$ cat config.mk
export PLATFORM = sky130hd
export DESIGN_NAME = cth_tuning_logic
export DESIGN_NICKNAME = d
export VERILOG_FILES = /design/src/rtl/cth_pkg.sv /design/src/rtl/cth_tuning_logic.sv
export SDC_FILE = /design/constraint.sdc
export NUM_CORES = 2
export LEC_CHECK = 0
export ABC_AREA = 1
export BUFFER_PORTS_ARGS = -buffer_cell sky130_fd_sc_hd__buf_2
export CORE_MARGIN = 10
export CORE_UTILIZATION = 59
export CTS_BUF_LIST = sky130_fd_sc_hd__clkbuf_2
export DETAILED_ROUTE_END_ITERATION = 8
export PLACE_DENSITY = 0.77
export SLEW_MARGIN = 20
export SYNTH_ARGS = -nofsm -noshare
export SYNTH_HDL_FRONTEND = slang
export SYNTH_SLANG_ARGS = --single-unit
export TNS_END_PERCENT = 30
$ cat constraint.sdc
create_clock -name clk -period 32.3 [get_ports clk]
set_clock_uncertainty 0.15 [all_clocks]
set_input_delay 6.46 -clock clk [delete_from_list [all_inputs] [get_ports clk]]
set_output_delay 6.46 -clock clk [all_outputs]
set_load 0.03 [all_outputs]
$ cat src/rtl/cth_pkg.sv
// Purpose: Shared constants, register map and carrier types of the touch tuning logic.
// Assumes: 50 MHz system clock, three sensing channels, 12-bit sample counts.
// Notes: Timing figures are kept in their own units; cycle counts derive from them.
package cth_pkg;
	// ----------------------------------------------------------------
	// Sizes and timing
	// ----------------------------------------------------------------
	localparam int NUM_CH = 3;
	localparam int CNT_W = 12;
	localparam int COMP_W = 6;
	localparam int MULT_W = 4;
	localparam int CLK_HZ = 50_000_000;
	localparam int MS_PER_S = 1000;
	localparam int RESEED_DELAY_MS = 250;
	localparam int INHIBIT_TIME_S = 10;
	localparam int INHIBIT_MS = INHIBIT_TIME_S * MS_PER_S;
	localparam int THR_SHIFT = 8;
	localparam int TGT_SHIFT = 3;
	localparam int RELIMIT_SHIFT = 3;
	localparam int EXT_BASE_SHIFT = 4;
	localparam int BASE_SHIFT = 3;
	localparam logic [7:0] THR_MIN = 8'h01;
	localparam logic [7:0] THR_MAX = 8'hfe;
	localparam logic [CNT_W-1:0] DYN_WINDOW = 12'h010;
	localparam logic [CNT_W-1:0] TUNE_TOL = 12'h008;
	localparam logic [1:0] STRAP_READY = 2'h2;
	localparam logic [1:0] STRAP_DONE = 2'h3;

	// ----------------------------------------------------------------
	// Register offsets
	// ----------------------------------------------------------------
	localparam logic [7:0] ADDR_SYSTEM_FLAGS = 8'hc0;
	localparam logic [7:0] ADDR_CTRL = 8'hc1;
	localparam logic [7:0] ADDR_CTRL2 = 8'hc2;
	localparam logic [7:0] ADDR_HYST_CHANS = 8'hc3;
	localparam logic [7:0] ADDR_TARGET = 8'hc4;
	localparam logic [7:0] ADDR_HYST_OUT = 8'hc5;
	localparam logic [7:0] ADDR_HYST_TOUCH = 8'hc6;
	localparam logic [7:0] ADDR_STATUS = 8'hc7;
	localparam logic [7:0] ADDR_BASE0 = 8'hc8;
	localparam logic [7:0] ADDR_BASE2 = 8'hca;
	localparam logic [7:0] ADDR_TOUCH_SET0 = 8'hcb;
	localparam logic [7:0] ADDR_PROX_SET0 = 8'hce;

	// Control register bits.
	localparam int CTRL_TDIS = 0;
	localparam int CTRL_MGS = 1;
	localparam int CTRL_EXTB = 2;
	localparam int CTRL_RETUNE = 3;
	localparam int CTRL_FAST = 4;
	localparam int CTRL_OOT = 5;
	localparam int CTRL_BLK = 6;
	localparam int CTRL_PROJ = 7;
	// Second control register bits.
	localparam int CTRL2_INH_DIS = 2;
	localparam int CTRL2_RSD_DIS = 3;
	localparam int CTRL2_TO_DIS = 4;

	// Reset values and tuning limits.
	localparam logic [7:0] CTRL_RST = 8'h00;
	localparam logic [7:0] CTRL2_RST = 8'h00;
	localparam logic [7:0] HYST_RST = 8'h07;
	localparam logic [7:0] TARGET_RST = 8'h80;
	localparam logic [7:0] BASE_RST = 8'h00;
	localparam logic [7:0] TOUCH_SET_RST = 8'h1e;
	localparam logic [7:0] PROX_SET_RST = 8'h08;
	localparam logic [COMP_W-1:0] COMP_MAX = 6'h3f;
	localparam logic [MULT_W-1:0] MULT_MAX = 4'hf;

	// ----------------------------------------------------------------
	// Carrier types
	// ----------------------------------------------------------------
	typedef struct packed {
		logic valid;
		logic [1:0] chan;
		logic [CNT_W-1:0] count;
	} cth_sample_t;

	typedef struct packed {
		logic wrEn;
		logic rdEn;
		logic [7:0] addr;
		logic [7:0] wrData;
	} cth_reg_req_t;

	typedef struct packed {
		logic [1:0] factSync;
		logic [1:0] strapCnt;
		logic inSetup;
		logic readyOe;
		logic [15:0] tickCnt;
		logic [15:0] winMs;
		logic [15:0] scanCnt;
		logic convStart;
		logic [1:0] convChan;
		logic [7:0] ctrl;
		logic [7:0] ctrl2;
		logic [7:0] hystMask;
		logic [7:0] target;
		logic [NUM_CH-1:0][7:0] base;
		logic [NUM_CH-1:0][7:0] touchSet;
		logic [NUM_CH-1:0][7:0] proxSet;
		logic busy;
		logic [NUM_CH-1:0] tuneDone;
		logic [NUM_CH-1:0] multDone;
		logic [NUM_CH-1:0][COMP_W-1:0] comp;
		logic [NUM_CH-1:0][MULT_W-1:0] mult;
		logic [NUM_CH-1:0][7:0] multOut;
		logic [NUM_CH-1:0][CNT_W-1:0] baseline;
		logic [NUM_CH-1:0][CNT_W-1:0] entryBase;
		logic [NUM_CH-1:0][CNT_W-1:0] dynThr;
		logic [NUM_CH-1:0] dynValid;
		logic [NUM_CH-1:0] touchState;
		logic [NUM_CH-1:0] pendTouch;
		logic [NUM_CH-1:0] reseedPend;
		logic [NUM_CH-1:0] touchBit;
		logic [NUM_CH-1:0] proxBit;
		logic [NUM_CH-1:0] hystOut;
		logic [NUM_CH-1:0] touchRep;
		logic [NUM_CH-1:0][7:0] reseedMs;
		logic [NUM_CH-1:0][13:0] inhibitMs;
		logic [7:0] rdData;
	} cth_state_t;

	// Clamp a threshold setting into its legal range.
	function automatic logic [7:0] thrClamp(input logic [7:0] v);
		thrClamp = (v < THR_MIN) ? THR_MIN : ((v > THR_MAX) ? THR_MAX : v);
	endfunction : thrClamp
endpackage : cth_pkg

$ cat src/rtl/cth_tuning_logic.sv
// Purpose: Decision, hysteresis and gain tuning logic for a three-channel touch sensor.
// Assumes: Samples and register accesses arrive already decoded, on the system clock.
// Notes: Raising compensation is taken to raise the sample count.
`timescale 1ns/10ps

// Behaviour
// - Touch threshold is setting/256 times baseline
// - Auto tuning on after reset, disable bit stops
// - Busy flag high throughout any tuning event
// - Tune compensation toward target register times eight
// - Auto mode picks multiplier toward selected base
// - Manual mode uses base registers, still tunes compensation
// - Retune when count strays beyond target/8
// - Retune request bit self-clears once tuning starts
// - Report hysteresis outputs and touch state separately
// - Hysteresis output on proximity, or touch if selected
// - Channel 1 touch blocks other channel outputs
// - Release at fraction of larger threshold, clear output
// - Dynamic threshold once baseline within 16 counts
// - Reseed baseline on touch entry, delayed 250ms
// - Inhibit retune 10s after release unless disabled
// - Fixed scan period; fast scan minimal, filter bypassed
// - Fast scan enters touch state on first detection
// - Ready low during setup; STOP starts conversions
// - Setup window times out, occurs once only
// - Sensing mode changes only in setup or strap
// - Self below, projected above baseline by threshold
// - Per channel hysteresis or direct, default hysteresis
module cth_tuning_logic #(
	parameter int TICK_CYCLES = cth_pkg::CLK_HZ / cth_pkg::MS_PER_S,
	parameter int WINDOW_TIMEOUT_MS = 20,
	parameter int SCAN_PERIOD_CYCLES = 16
) (
	input wire logic clk,
	input wire logic srst,
	input wire cth_pkg::cth_sample_t sample,
	input wire cth_pkg::cth_reg_req_t regReq,
	input wire logic busStop,
	input wire logic factoryOption,
	output logic [7:0] regRdData,
	output logic readyOut,
	output logic readyOe,
	output logic convStart,
	output logic [1:0] convChan,
	output logic filterBypass,
	output logic projMode,
	output logic tuneBusy,
	output logic [cth_pkg::NUM_CH-1:0][cth_pkg::COMP_W-1:0] compOut,
	output logic [cth_pkg::NUM_CH-1:0][7:0] multOut,
	output logic [cth_pkg::NUM_CH-1:0] hystOutput,
	output logic [cth_pkg::NUM_CH-1:0] hystTouchState
);
	import cth_pkg::*;

	// ----------------------------------------------------------------
	// State and scratch
	// ----------------------------------------------------------------
	cth_state_t s_q;
	cth_state_t s_d;
	logic [NUM_CH-1:0][CNT_W-1:0] touchThr;
	logic [19:0] prod;
	logic tick, startTune, blk, tDet, pDet, self;
	logic [1:0] c;
	logic [CNT_W-1:0] cnt, bl, thr, diff, mx, rel, goal;
	logic [CNT_W:0] tgt;

	// Release threshold as a fraction of the larger threshold.
	function automatic logic [CNT_W-1:0] relFrac(input logic [CNT_W-1:0] m, input logic [1:0] sel);
		unique case (sel)
			2'h0: relFrac = m >> 2;
			2'h1: relFrac = m >> 1;
			2'h2: relFrac = m - (m >> 2);
			2'h3: relFrac = m - (m >> 3);
		endcase
	endfunction : relFrac

	// Baseline value after a touch-entry reseed.
	function automatic logic [CNT_W-1:0] reseedVal(input logic [CNT_W-1:0] b,
		input logic [CNT_W-1:0] t, input logic proj);
		reseedVal = proj ? CNT_W'(b + t) : CNT_W'(b - t);
	endfunction : reseedVal

	// ----------------------------------------------------------------
	// Next-state logic
	// ----------------------------------------------------------------
	always_comb begin
		s_d = s_q;
		prod = '0;
		tDet = 1'b0;
		pDet = 1'b0;
		cnt = sample.count;
		c = sample.chan;
		bl = '0;
		thr = '0;
		diff = '0;
		mx = '0;
		rel = '0;
		goal = '0;
		startTune = 1'b0;
		self = !s_q.ctrl[CTRL_PROJ];
		tgt = {2'b00, s_q.target, 3'b000};
		s_d.convStart = 1'b0;
		for (int i = 0; i < NUM_CH; i++) begin
			prod = 20'(thrClamp(s_q.touchSet[i])) * 20'(s_q.baseline[i]);
			touchThr[i] = prod[19:THR_SHIFT];
		end
		// Strap capture for the sensing mode, after two sync stages.
		s_d.factSync = {s_q.factSync[0], factoryOption};
		if (s_q.strapCnt != STRAP_DONE) begin
			s_d.strapCnt = s_q.strapCnt + 2'h1;
			if (s_q.strapCnt == STRAP_READY) begin
				s_d.ctrl[CTRL_PROJ] = s_q.factSync[1];
			end
		end
		// Millisecond enable.
		tick = (s_q.tickCnt == 16'(TICK_CYCLES - 1));
		s_d.tickCnt = tick ? 16'h0000 : s_q.tickCnt + 16'h0001;
		// Setup window: ended by STOP or by the timeout, never reopened.
		if (s_q.inSetup) begin
			if (tick && !s_q.ctrl2[CTRL2_TO_DIS]) begin
				s_d.winMs = s_q.winMs + 16'h0001;
			end
			if (busStop || (s_q.winMs == 16'(WINDOW_TIMEOUT_MS))) begin
				s_d.inSetup = 1'b0;
				s_d.readyOe = 1'b0;
				startTune = !s_q.ctrl[CTRL_TDIS];
			end
		end else if (s_q.scanCnt == 16'h0000) begin
			// Sequential channel scan; fast scan drops all dead time.
			s_d.convStart = 1'b1;
			s_d.convChan = (s_q.convChan == 2'(NUM_CH - 1)) ? 2'h0 : s_q.convChan + 2'h1;
			s_d.scanCnt = s_q.ctrl[CTRL_FAST] ? 16'h0000 : 16'(SCAN_PERIOD_CYCLES - 1);
		end else begin
			s_d.scanCnt = s_q.scanCnt - 16'h0001;
		end
		// Millisecond timers: delayed reseed and retune inhibit.
		if (tick) begin
			for (int i = 0; i < NUM_CH; i++) begin
				if (s_q.reseedPend[i]) begin
					if (s_q.reseedMs[i] <= 8'h01) begin
						s_d.baseline[i] = reseedVal(s_q.baseline[i], touchThr[i], !self);
						s_d.reseedPend[i] = 1'b0;
					end else begin
						s_d.reseedMs[i] = s_q.reseedMs[i] - 8'h01;
					end
				end
				if (s_q.inhibitMs[i] != 14'h0000) begin
					s_d.inhibitMs[i] = s_q.inhibitMs[i] - 14'h0001;
				end
			end
		end
		// Per-sample decisions for the reported channel.
		if (sample.valid && !s_q.inSetup && (c < 2'(NUM_CH))) begin
			bl = s_d.baseline[c];
			thr = touchThr[c];
			if (self) begin
				tDet = ({1'b0, cnt} + {1'b0, thr}) < {1'b0, bl};
				pDet = ({1'b0, cnt} + 13'(thrClamp(s_q.proxSet[c]))) < {1'b0, bl};
			end else begin
				tDet = {1'b0, cnt} > ({1'b0, bl} + {1'b0, thr});
				pDet = {1'b0, cnt} > ({1'b0, bl} + 13'(thrClamp(s_q.proxSet[c])));
			end
			diff = (cnt > bl) ? cnt - bl : bl - cnt;
			// Slow baseline tracking, halted by proximity outside touch state.
			if (!(pDet && !s_q.touchState[c]) && (cnt != bl)) begin
				s_d.baseline[c] = (cnt > bl) ? bl + 12'h001 : bl - 12'h001;
			end
			s_d.touchBit[c] = tDet;
			s_d.proxBit[c] = pDet;
			if (!s_q.hystMask[c]) begin
				if (s_q.touchBit[c] && !tDet && !s_q.ctrl2[CTRL2_INH_DIS]) begin
					s_d.inhibitMs[c] = 14'(INHIBIT_MS);
				end
			end else if (!s_q.touchState[c]) begin
				s_d.pendTouch[c] = tDet;
				if (tDet && (s_q.ctrl[CTRL_FAST] || s_q.pendTouch[c])) begin
					s_d.touchState[c] = 1'b1;
					s_d.pendTouch[c] = 1'b0;
					s_d.entryBase[c] = bl;
					s_d.dynValid[c] = 1'b0;
					if (s_q.ctrl2[CTRL2_RSD_DIS]) begin
						s_d.baseline[c] = reseedVal(bl, thr, !self);
					end else begin
						s_d.reseedPend[c] = 1'b1;
						s_d.reseedMs[c] = 8'(RESEED_DELAY_MS);
					end
				end
			end else begin
				if (!s_d.reseedPend[c] && !s_q.dynValid[c] && (diff <= DYN_WINDOW)) begin
					s_d.dynValid[c] = 1'b1;
					s_d.dynThr[c] = (s_q.entryBase[c] > cnt) ? s_q.entryBase[c] - cnt :
						cnt - s_q.entryBase[c];
				end
				// A threshold found in this sample applies at once, so a fresh reseed cannot
				// release a channel through the small user threshold alone.
				mx = (s_d.dynValid[c] && (s_d.dynThr[c] > thr)) ? s_d.dynThr[c] : thr;
				rel = relFrac(mx, s_q.ctrl2[1:0]);
				if (self ? ({1'b0, cnt} > ({1'b0, bl} + {1'b0, rel})) :
					(({1'b0, cnt} + {1'b0, rel}) < {1'b0, bl})) begin
					s_d.touchState[c] = 1'b0;
					s_d.dynValid[c] = 1'b0;
					s_d.reseedPend[c] = 1'b0;
					if (!s_q.ctrl2[CTRL2_INH_DIS]) begin
						s_d.inhibitMs[c] = 14'(INHIBIT_MS);
					end
				end
			end
			// Tuning step for this channel.
			if (s_q.busy && !s_q.tuneDone[c]) begin
				goal = s_q.ctrl[CTRL_EXTB] ? CNT_W'({s_q.base[c], 4'h0}) :
					CNT_W'({s_q.base[c], 3'h0});
				if (!s_q.multDone[c]) begin
					if ((cnt < goal) && (s_q.mult[c] != MULT_MAX)) begin
						s_d.mult[c] = s_q.mult[c] + 4'h1;
					end else begin
						s_d.multDone[c] = 1'b1;
					end
				end else if (({1'b0, cnt} + {1'b0, TUNE_TOL}) < tgt) begin
					if (s_q.comp[c] != COMP_MAX) s_d.comp[c] = s_q.comp[c] + 6'h01;
					else s_d.tuneDone[c] = 1'b1;
				end else if ({1'b0, cnt} > (tgt + {1'b0, TUNE_TOL})) begin
					if (s_q.comp[c] != '0) s_d.comp[c] = s_q.comp[c] - 6'h01;
					else s_d.tuneDone[c] = 1'b1;
				end else begin
					s_d.tuneDone[c] = 1'b1;
				end
			end
			// Automatic retune when the count leaves the target band.
			if (!s_q.busy && !s_q.ctrl[CTRL_TDIS] && (s_q.inhibitMs[c] == 14'h0000) &&
				(({1'b0, cnt} > (tgt + (tgt >> RELIMIT_SHIFT))) ||
				(({1'b0, cnt} + (tgt >> RELIMIT_SHIFT)) < tgt))) begin
				startTune = 1'b1;
			end
		end
		if (s_q.busy && (&s_d.tuneDone)) begin
			s_d.busy = 1'b0;
		end
		// Start of a tuning event; a pending request is consumed here.
		if (s_q.ctrl[CTRL_RETUNE]) begin
			startTune = 1'b1;
			s_d.ctrl[CTRL_RETUNE] = 1'b0;
		end
		if (startTune) begin
			s_d.busy = 1'b1;
			s_d.tuneDone = '0;
			s_d.multDone = s_q.ctrl[CTRL_MGS] ? '1 : '0;
			if (!s_q.ctrl[CTRL_MGS]) s_d.mult = '0;
		end
		// Register writes come last so a host set beats the self-clear.
		if (regReq.wrEn) begin
			unique case (regReq.addr)
				ADDR_CTRL: begin
					s_d.ctrl[6:0] = regReq.wrData[6:0];
					if (s_q.inSetup) s_d.ctrl[CTRL_PROJ] = regReq.wrData[CTRL_PROJ];
				end
				ADDR_CTRL2: s_d.ctrl2 = regReq.wrData;
				ADDR_HYST_CHANS: s_d.hystMask = regReq.wrData;
				ADDR_TARGET: s_d.target = regReq.wrData;
				default: begin
					for (int i = 0; i < NUM_CH; i++) begin
						if (regReq.addr == ADDR_BASE0 + 8'(i)) s_d.base[i] = regReq.wrData;
						if (regReq.addr == ADDR_TOUCH_SET0 + 8'(i)) s_d.touchSet[i] = regReq.wrData;
						if (regReq.addr == ADDR_PROX_SET0 + 8'(i)) s_d.proxSet[i] = regReq.wrData;
					end
				end
			endcase
		end
		// Reported outputs, with channel-1 blocking applied.
		blk = s_d.ctrl[CTRL_BLK] && (s_d.hystMask[1] ? s_d.touchState[1] : s_d.touchBit[1]);
		for (int i = 0; i < NUM_CH; i++) begin
			s_d.hystOut[i] = s_d.hystMask[i] && (s_d.touchState[i] ||
				(!s_d.ctrl[CTRL_OOT] && s_d.proxBit[i]));
			s_d.touchRep[i] = s_d.touchBit[i];
			if (blk && (i != 1)) begin
				s_d.hystOut[i] = 1'b0;
				if (!s_d.hystMask[i]) s_d.touchRep[i] = 1'b0;
			end
			s_d.multOut[i] = s_d.ctrl[CTRL_MGS] ? s_d.base[i] : 8'(s_d.mult[i]);
		end
		// Registered read data; unmapped offsets read zero.
		if (regReq.rdEn) begin
			s_d.rdData = 8'h00;
			unique case (regReq.addr)
				ADDR_SYSTEM_FLAGS: s_d.rdData = {5'h00, s_q.ctrl[CTRL_PROJ], s_q.inSetup, s_q.busy};
				ADDR_CTRL: s_d.rdData = s_q.ctrl;
				ADDR_CTRL2: s_d.rdData = s_q.ctrl2;
				ADDR_HYST_CHANS: s_d.rdData = s_q.hystMask;
				ADDR_TARGET: s_d.rdData = s_q.target;
				ADDR_HYST_OUT: s_d.rdData = 8'(s_q.hystOut);
				ADDR_HYST_TOUCH: s_d.rdData = 8'(s_q.touchState);
				ADDR_STATUS: s_d.rdData = {1'b0, s_q.proxBit, 1'b0, s_q.touchRep};
				default: begin
					for (int i = 0; i < NUM_CH; i++) begin
						if (regReq.addr == ADDR_BASE0 + 8'(i)) s_d.rdData = s_q.base[i];
						if (regReq.addr == ADDR_TOUCH_SET0 + 8'(i)) s_d.rdData = s_q.touchSet[i];
						if (regReq.addr == ADDR_PROX_SET0 + 8'(i)) s_d.rdData = s_q.proxSet[i];
					end
				end
			endcase
		end
	end

	// ----------------------------------------------------------------
	// State register
	// ----------------------------------------------------------------
	always_ff @(posedge clk) begin
		if (srst) begin
			s_q <= '0;
			s_q.inSetup <= 1'b1;
			s_q.readyOe <= 1'b1;
			s_q.ctrl <= CTRL_RST;
			s_q.ctrl2 <= CTRL2_RST;
			s_q.hystMask <= HYST_RST;
			s_q.target <= TARGET_RST;
			s_q.base <= {NUM_CH{BASE_RST}};
			s_q.touchSet <= {NUM_CH{TOUCH_SET_RST}};
			s_q.proxSet <= {NUM_CH{PROX_SET_RST}};
			s_q.tuneDone <= '1;
			s_q.multDone <= '1;
		end else begin
			s_q <= s_d;
		end
	end

	assign regRdData = s_q.rdData;
	assign readyOut = 1'b0;
	assign readyOe = s_q.readyOe;
	assign convStart = s_q.convStart;
	assign convChan = s_q.convChan;
	assign filterBypass = s_q.ctrl[CTRL_FAST];
	assign projMode = s_q.ctrl[CTRL_PROJ];
	assign tuneBusy = s_q.busy;
	assign compOut = s_q.comp;
	assign multOut = s_q.multOut;
	assign hystOutput = s_q.hystOut;
	assign hystTouchState = s_q.touchState;
endmodule : cth_tuning_logic

==> results.py <==
metrics = {
    "route": {
        "vias_per_cell": 5.83,
        "wirelength_met1_um": 62100,
        "wl_met2_um": 66500,
        "wl_per_cell_um": 19.6,
        "dr.pass1.iters": 9,
        "antenna_left": 0,
        "drt_wl_total_um": 152000,
        "drc": 0,
        "dr_wl_met3_um": 15500,
        "vias": 45100,
        "dr.first_iter.drc_count": 4714,
        "dr.max_layer_used": "met5",
    },
    "clocking": {
        "htreeDepth": 3,
        "clkSlewWorstSetupHoldPaths_ns": 0.12,
        "cts_tree": "built",
        "cts_buffers": 109,
        "clk_path_buf_depth": 3,
        "cts_hold_buf": 0,
        "clock-sinks": 427,
        "cts-root-buf": "clkbuf_2",
        "cts_setup_buffers": 0,
        "cts-resized-gates": 0,
        "clock_latency_ns": 1.26,
    },
    "timing": {
        "maxSlewHeadroom": 0.261,
        "tightest_slew_ns": 1.11,
        "min_period_ns": 19.93,
        "max_freq_ghz": 0.0502,
        "hold_viol": 0,
        "setup_viol": 0,
        "period_share": 0.617,
        "maxSlewViolCount": 0,
        "rsz0062_at_grt": "no",
        "tns_ns": 0,
    },
    "yosys": {
        "synth_most_common_cell": "nand2_1",
        "synth-adder-area-share": 0.213,
        "synth_simple_gate_area_share": 0.240,
        "async_flop_share": 0,
        "yosys-top-cells-count": "1417 x nand2_1, 1150 x inv_1, 554 x nor2_1",
        "muxShareOfSynthArea": 0.00180,
        "synth_compound_area_frac": 0.174,
        "synth_largest_area_cell": "dfxtp_1",
        "netlist.area_leader.share": 0.192,
        "syn_nets": 7392,
        "synth_cell_types": 74,
        "synthFlopType": "dfxtp_1",
        "synth_top_family_by_area": "simple AND/OR/NAND/NOR gates",
        "avgSynthCellArea_um2": 6.63,
        "syn-cell-area_um2": 44500,
        "syn_inst": 6713,
        "synth_xor_area_frac": 0.0472,
        "synth_seq_area_share": 0.192,
        "synth_seq_cells": 427,
        "synth_edf_count": 0,
        "synth_area_leaders": "dfxtp_1 19%, ha_1 13%, nand2_1 12%",
        "yosysWarnings": 0,
    },
    "placed_design": {
        "place_congestion": 1.05,
        "io_buffers": 99,
        "hpwl_um": 117000,
    },
    "power_and_ir_drop": {
        "power_density_nw_per_um2": 36.1,
        "p_leak_nw": 24.6,
        "p_int_mw": 0.942,
        "p_sw_frac": 0.437,
        "combPwrFrac": 0.411,
        "switching_power_mw": 0.730,
        "p_seq_frac": 0.330,
        "total_power_mw": 1.67,
        "peakVddDrop_uv": 33.4,
        "clkPwrFrac": 0.259,
    },
    "critical_path": {
        "cp-start-kind": "register",
        "worstSetupPathType": "reg2reg",
        "crit_top_cell": "nand2_1",
        "r2r-start": "s_q[303]",
        "cp_top_family": "simple AND/OR/NAND/NOR gates",
        "reg2reg_slack_ns": 12.37,
        "cp-end-kind": "register",
        "cp.required_ns": 33.24,
        "max_stage_delay_ns": 0.76,
        "r2r-end": "s_q[9]",
        "cp_max_fo": 46,
        "critPathSlowestCell": "inv_2",
        "worstPathArrival_ns": 20.88,
        "rr_worst_depth": 101,
        "cp_num_buf_inv": 17,
    },
    "hold_path": {
        "hp-class": "reg2reg",
        "holdPathStages": 2,
        "hold_end": "s_q[427]",
        "hp-start": "s_d[427]",
    },
    "floorplanning": {
        "rows": 100,
        "die_w_um": 295,
        "coreArea_um2": 74600,
        "ios": 101,
        "die_y_um": 295,
        "start_util": 0.597,
        "die_area_um2": 86800,
    },
    "global_route": {
        "grt_pass1_vias": 42200,
        "grt_pass1_wl_um": 234000,
        "gr-total-overflow": 0,
        "antenna_found_initial": 4,
        "track_usage": 0.340,
        "grt_max_degree": 123,
    },
    "layout": {
        "fin_util": 0.621,
        "drive_gt1_frac": 0.0627,
        "nNetsFinal": 7359,
        "fill_cells": 7151,
        "area_growth_pct": 4.15,
    },
    "status": {
        "status": "finished clean",
    },
    "flow_run": {
        "maxCapViolCount": 0,
    },
}
==> layout make-up <==
type / count / area, um2 / area share
tap: 969 / 1210 / 0.0262
clock buffer: 148 / 741 / 0.0160
timing repair buffer: 152 / 896 / 0.0193
multi-input combinational: 4809 / 30100 / 0.649
inverter: 1181 / 4440 / 0.0958
antenna: 3 / 7.51 / 0.000162
sequential: 427 / 8550 / 0.184
clock inverter: 49 / 400 / 0.00864
==> how the worst max path moves through the flow <==
stage	startpoint	slack [ns]	depth (start not counted)	endpoint
detailed placement	sample[13]	12.02	75	s_q[36]
floorplan	sample[12]	15.36	75	s_q[20]
finish	s_q[303]	12.37	101	s_q[9]
global placement	sample[13]	12.31	76	s_q[48]
CTS	s_q[303]	12.63	101	s_q[9]
global route	s_q[303]	10.74	100	s_q[8]
==> stage by stage <==
stage,std cells,cell area (um2),hold WS [ns],setup slack [ns]
floorplan,6713,44500,0.238,15.36
global placement,7538,45200,0.251,12.31
detailed placement,7538,45200,0.262,12.02
CTS,7735,46300,0.281,12.63
global route,7738,46300,0.295,10.74
finish,7738,46300,0.273,12.37
==> routing by layer <==
layer	vias up	global-route usage
met5	-	0
met4	2	0.156
met3	465	0.0699
met2	2166	0.542
met1	20800	0.438
li1	21600	-
==> worst reg2reg max path, delay by kind of cell (launching register included) <==
family                   cells  cell delay (ns)
AO/OA/AOI/OAI               16             3.26
XOR/XNOR                     4             0.77
adder cells (fa/ha/maj)     12             4.33
buffers and inverters       17             3.26
flip-flops                   1             0.58
AND/OR/NAND/NOR             52             7.40
==> power by group through the flow <==
stage                     registers (mW)  logic (mW)  clock network (mW)
after global placement             0.562       0.662                   0
after floorplan                    0.554       0.494                   0
after global routing               0.553       0.764               0.463
final                              0.551       0.687               0.434
after detailed placement           0.563       0.669                   0
after CTS                          0.551       0.673               0.437
==> layout by cell type (no fill, tap or decap), drive strengths merged, types with 36 or more instances in the layout <==
master and instances:
nand4 85, buf 152, nor2 569, clkinv 51, nand2 1438, clkbuf 148, nor3 78, o22ai 36
xnor2 74, o21bai 53, ha 450, o21ai 516, dfxtp 427, xor2 166, inv 1174, nor4 36
fa 192, a21oi 526, nand3 303
==> kinds of logic after synthesis <==
| kind of cell | Yosys count |
|---|---|
| fa+ha+maj | 642 |
| buf+inv | 1477 |
| compound gates | 1366 |
| simple gates | 2552 |
| flops | 427 |
| xor+xnor | 240 |
| mux | 8 |
| other cells | 1 |
Power figures use the tool's default switching activity.
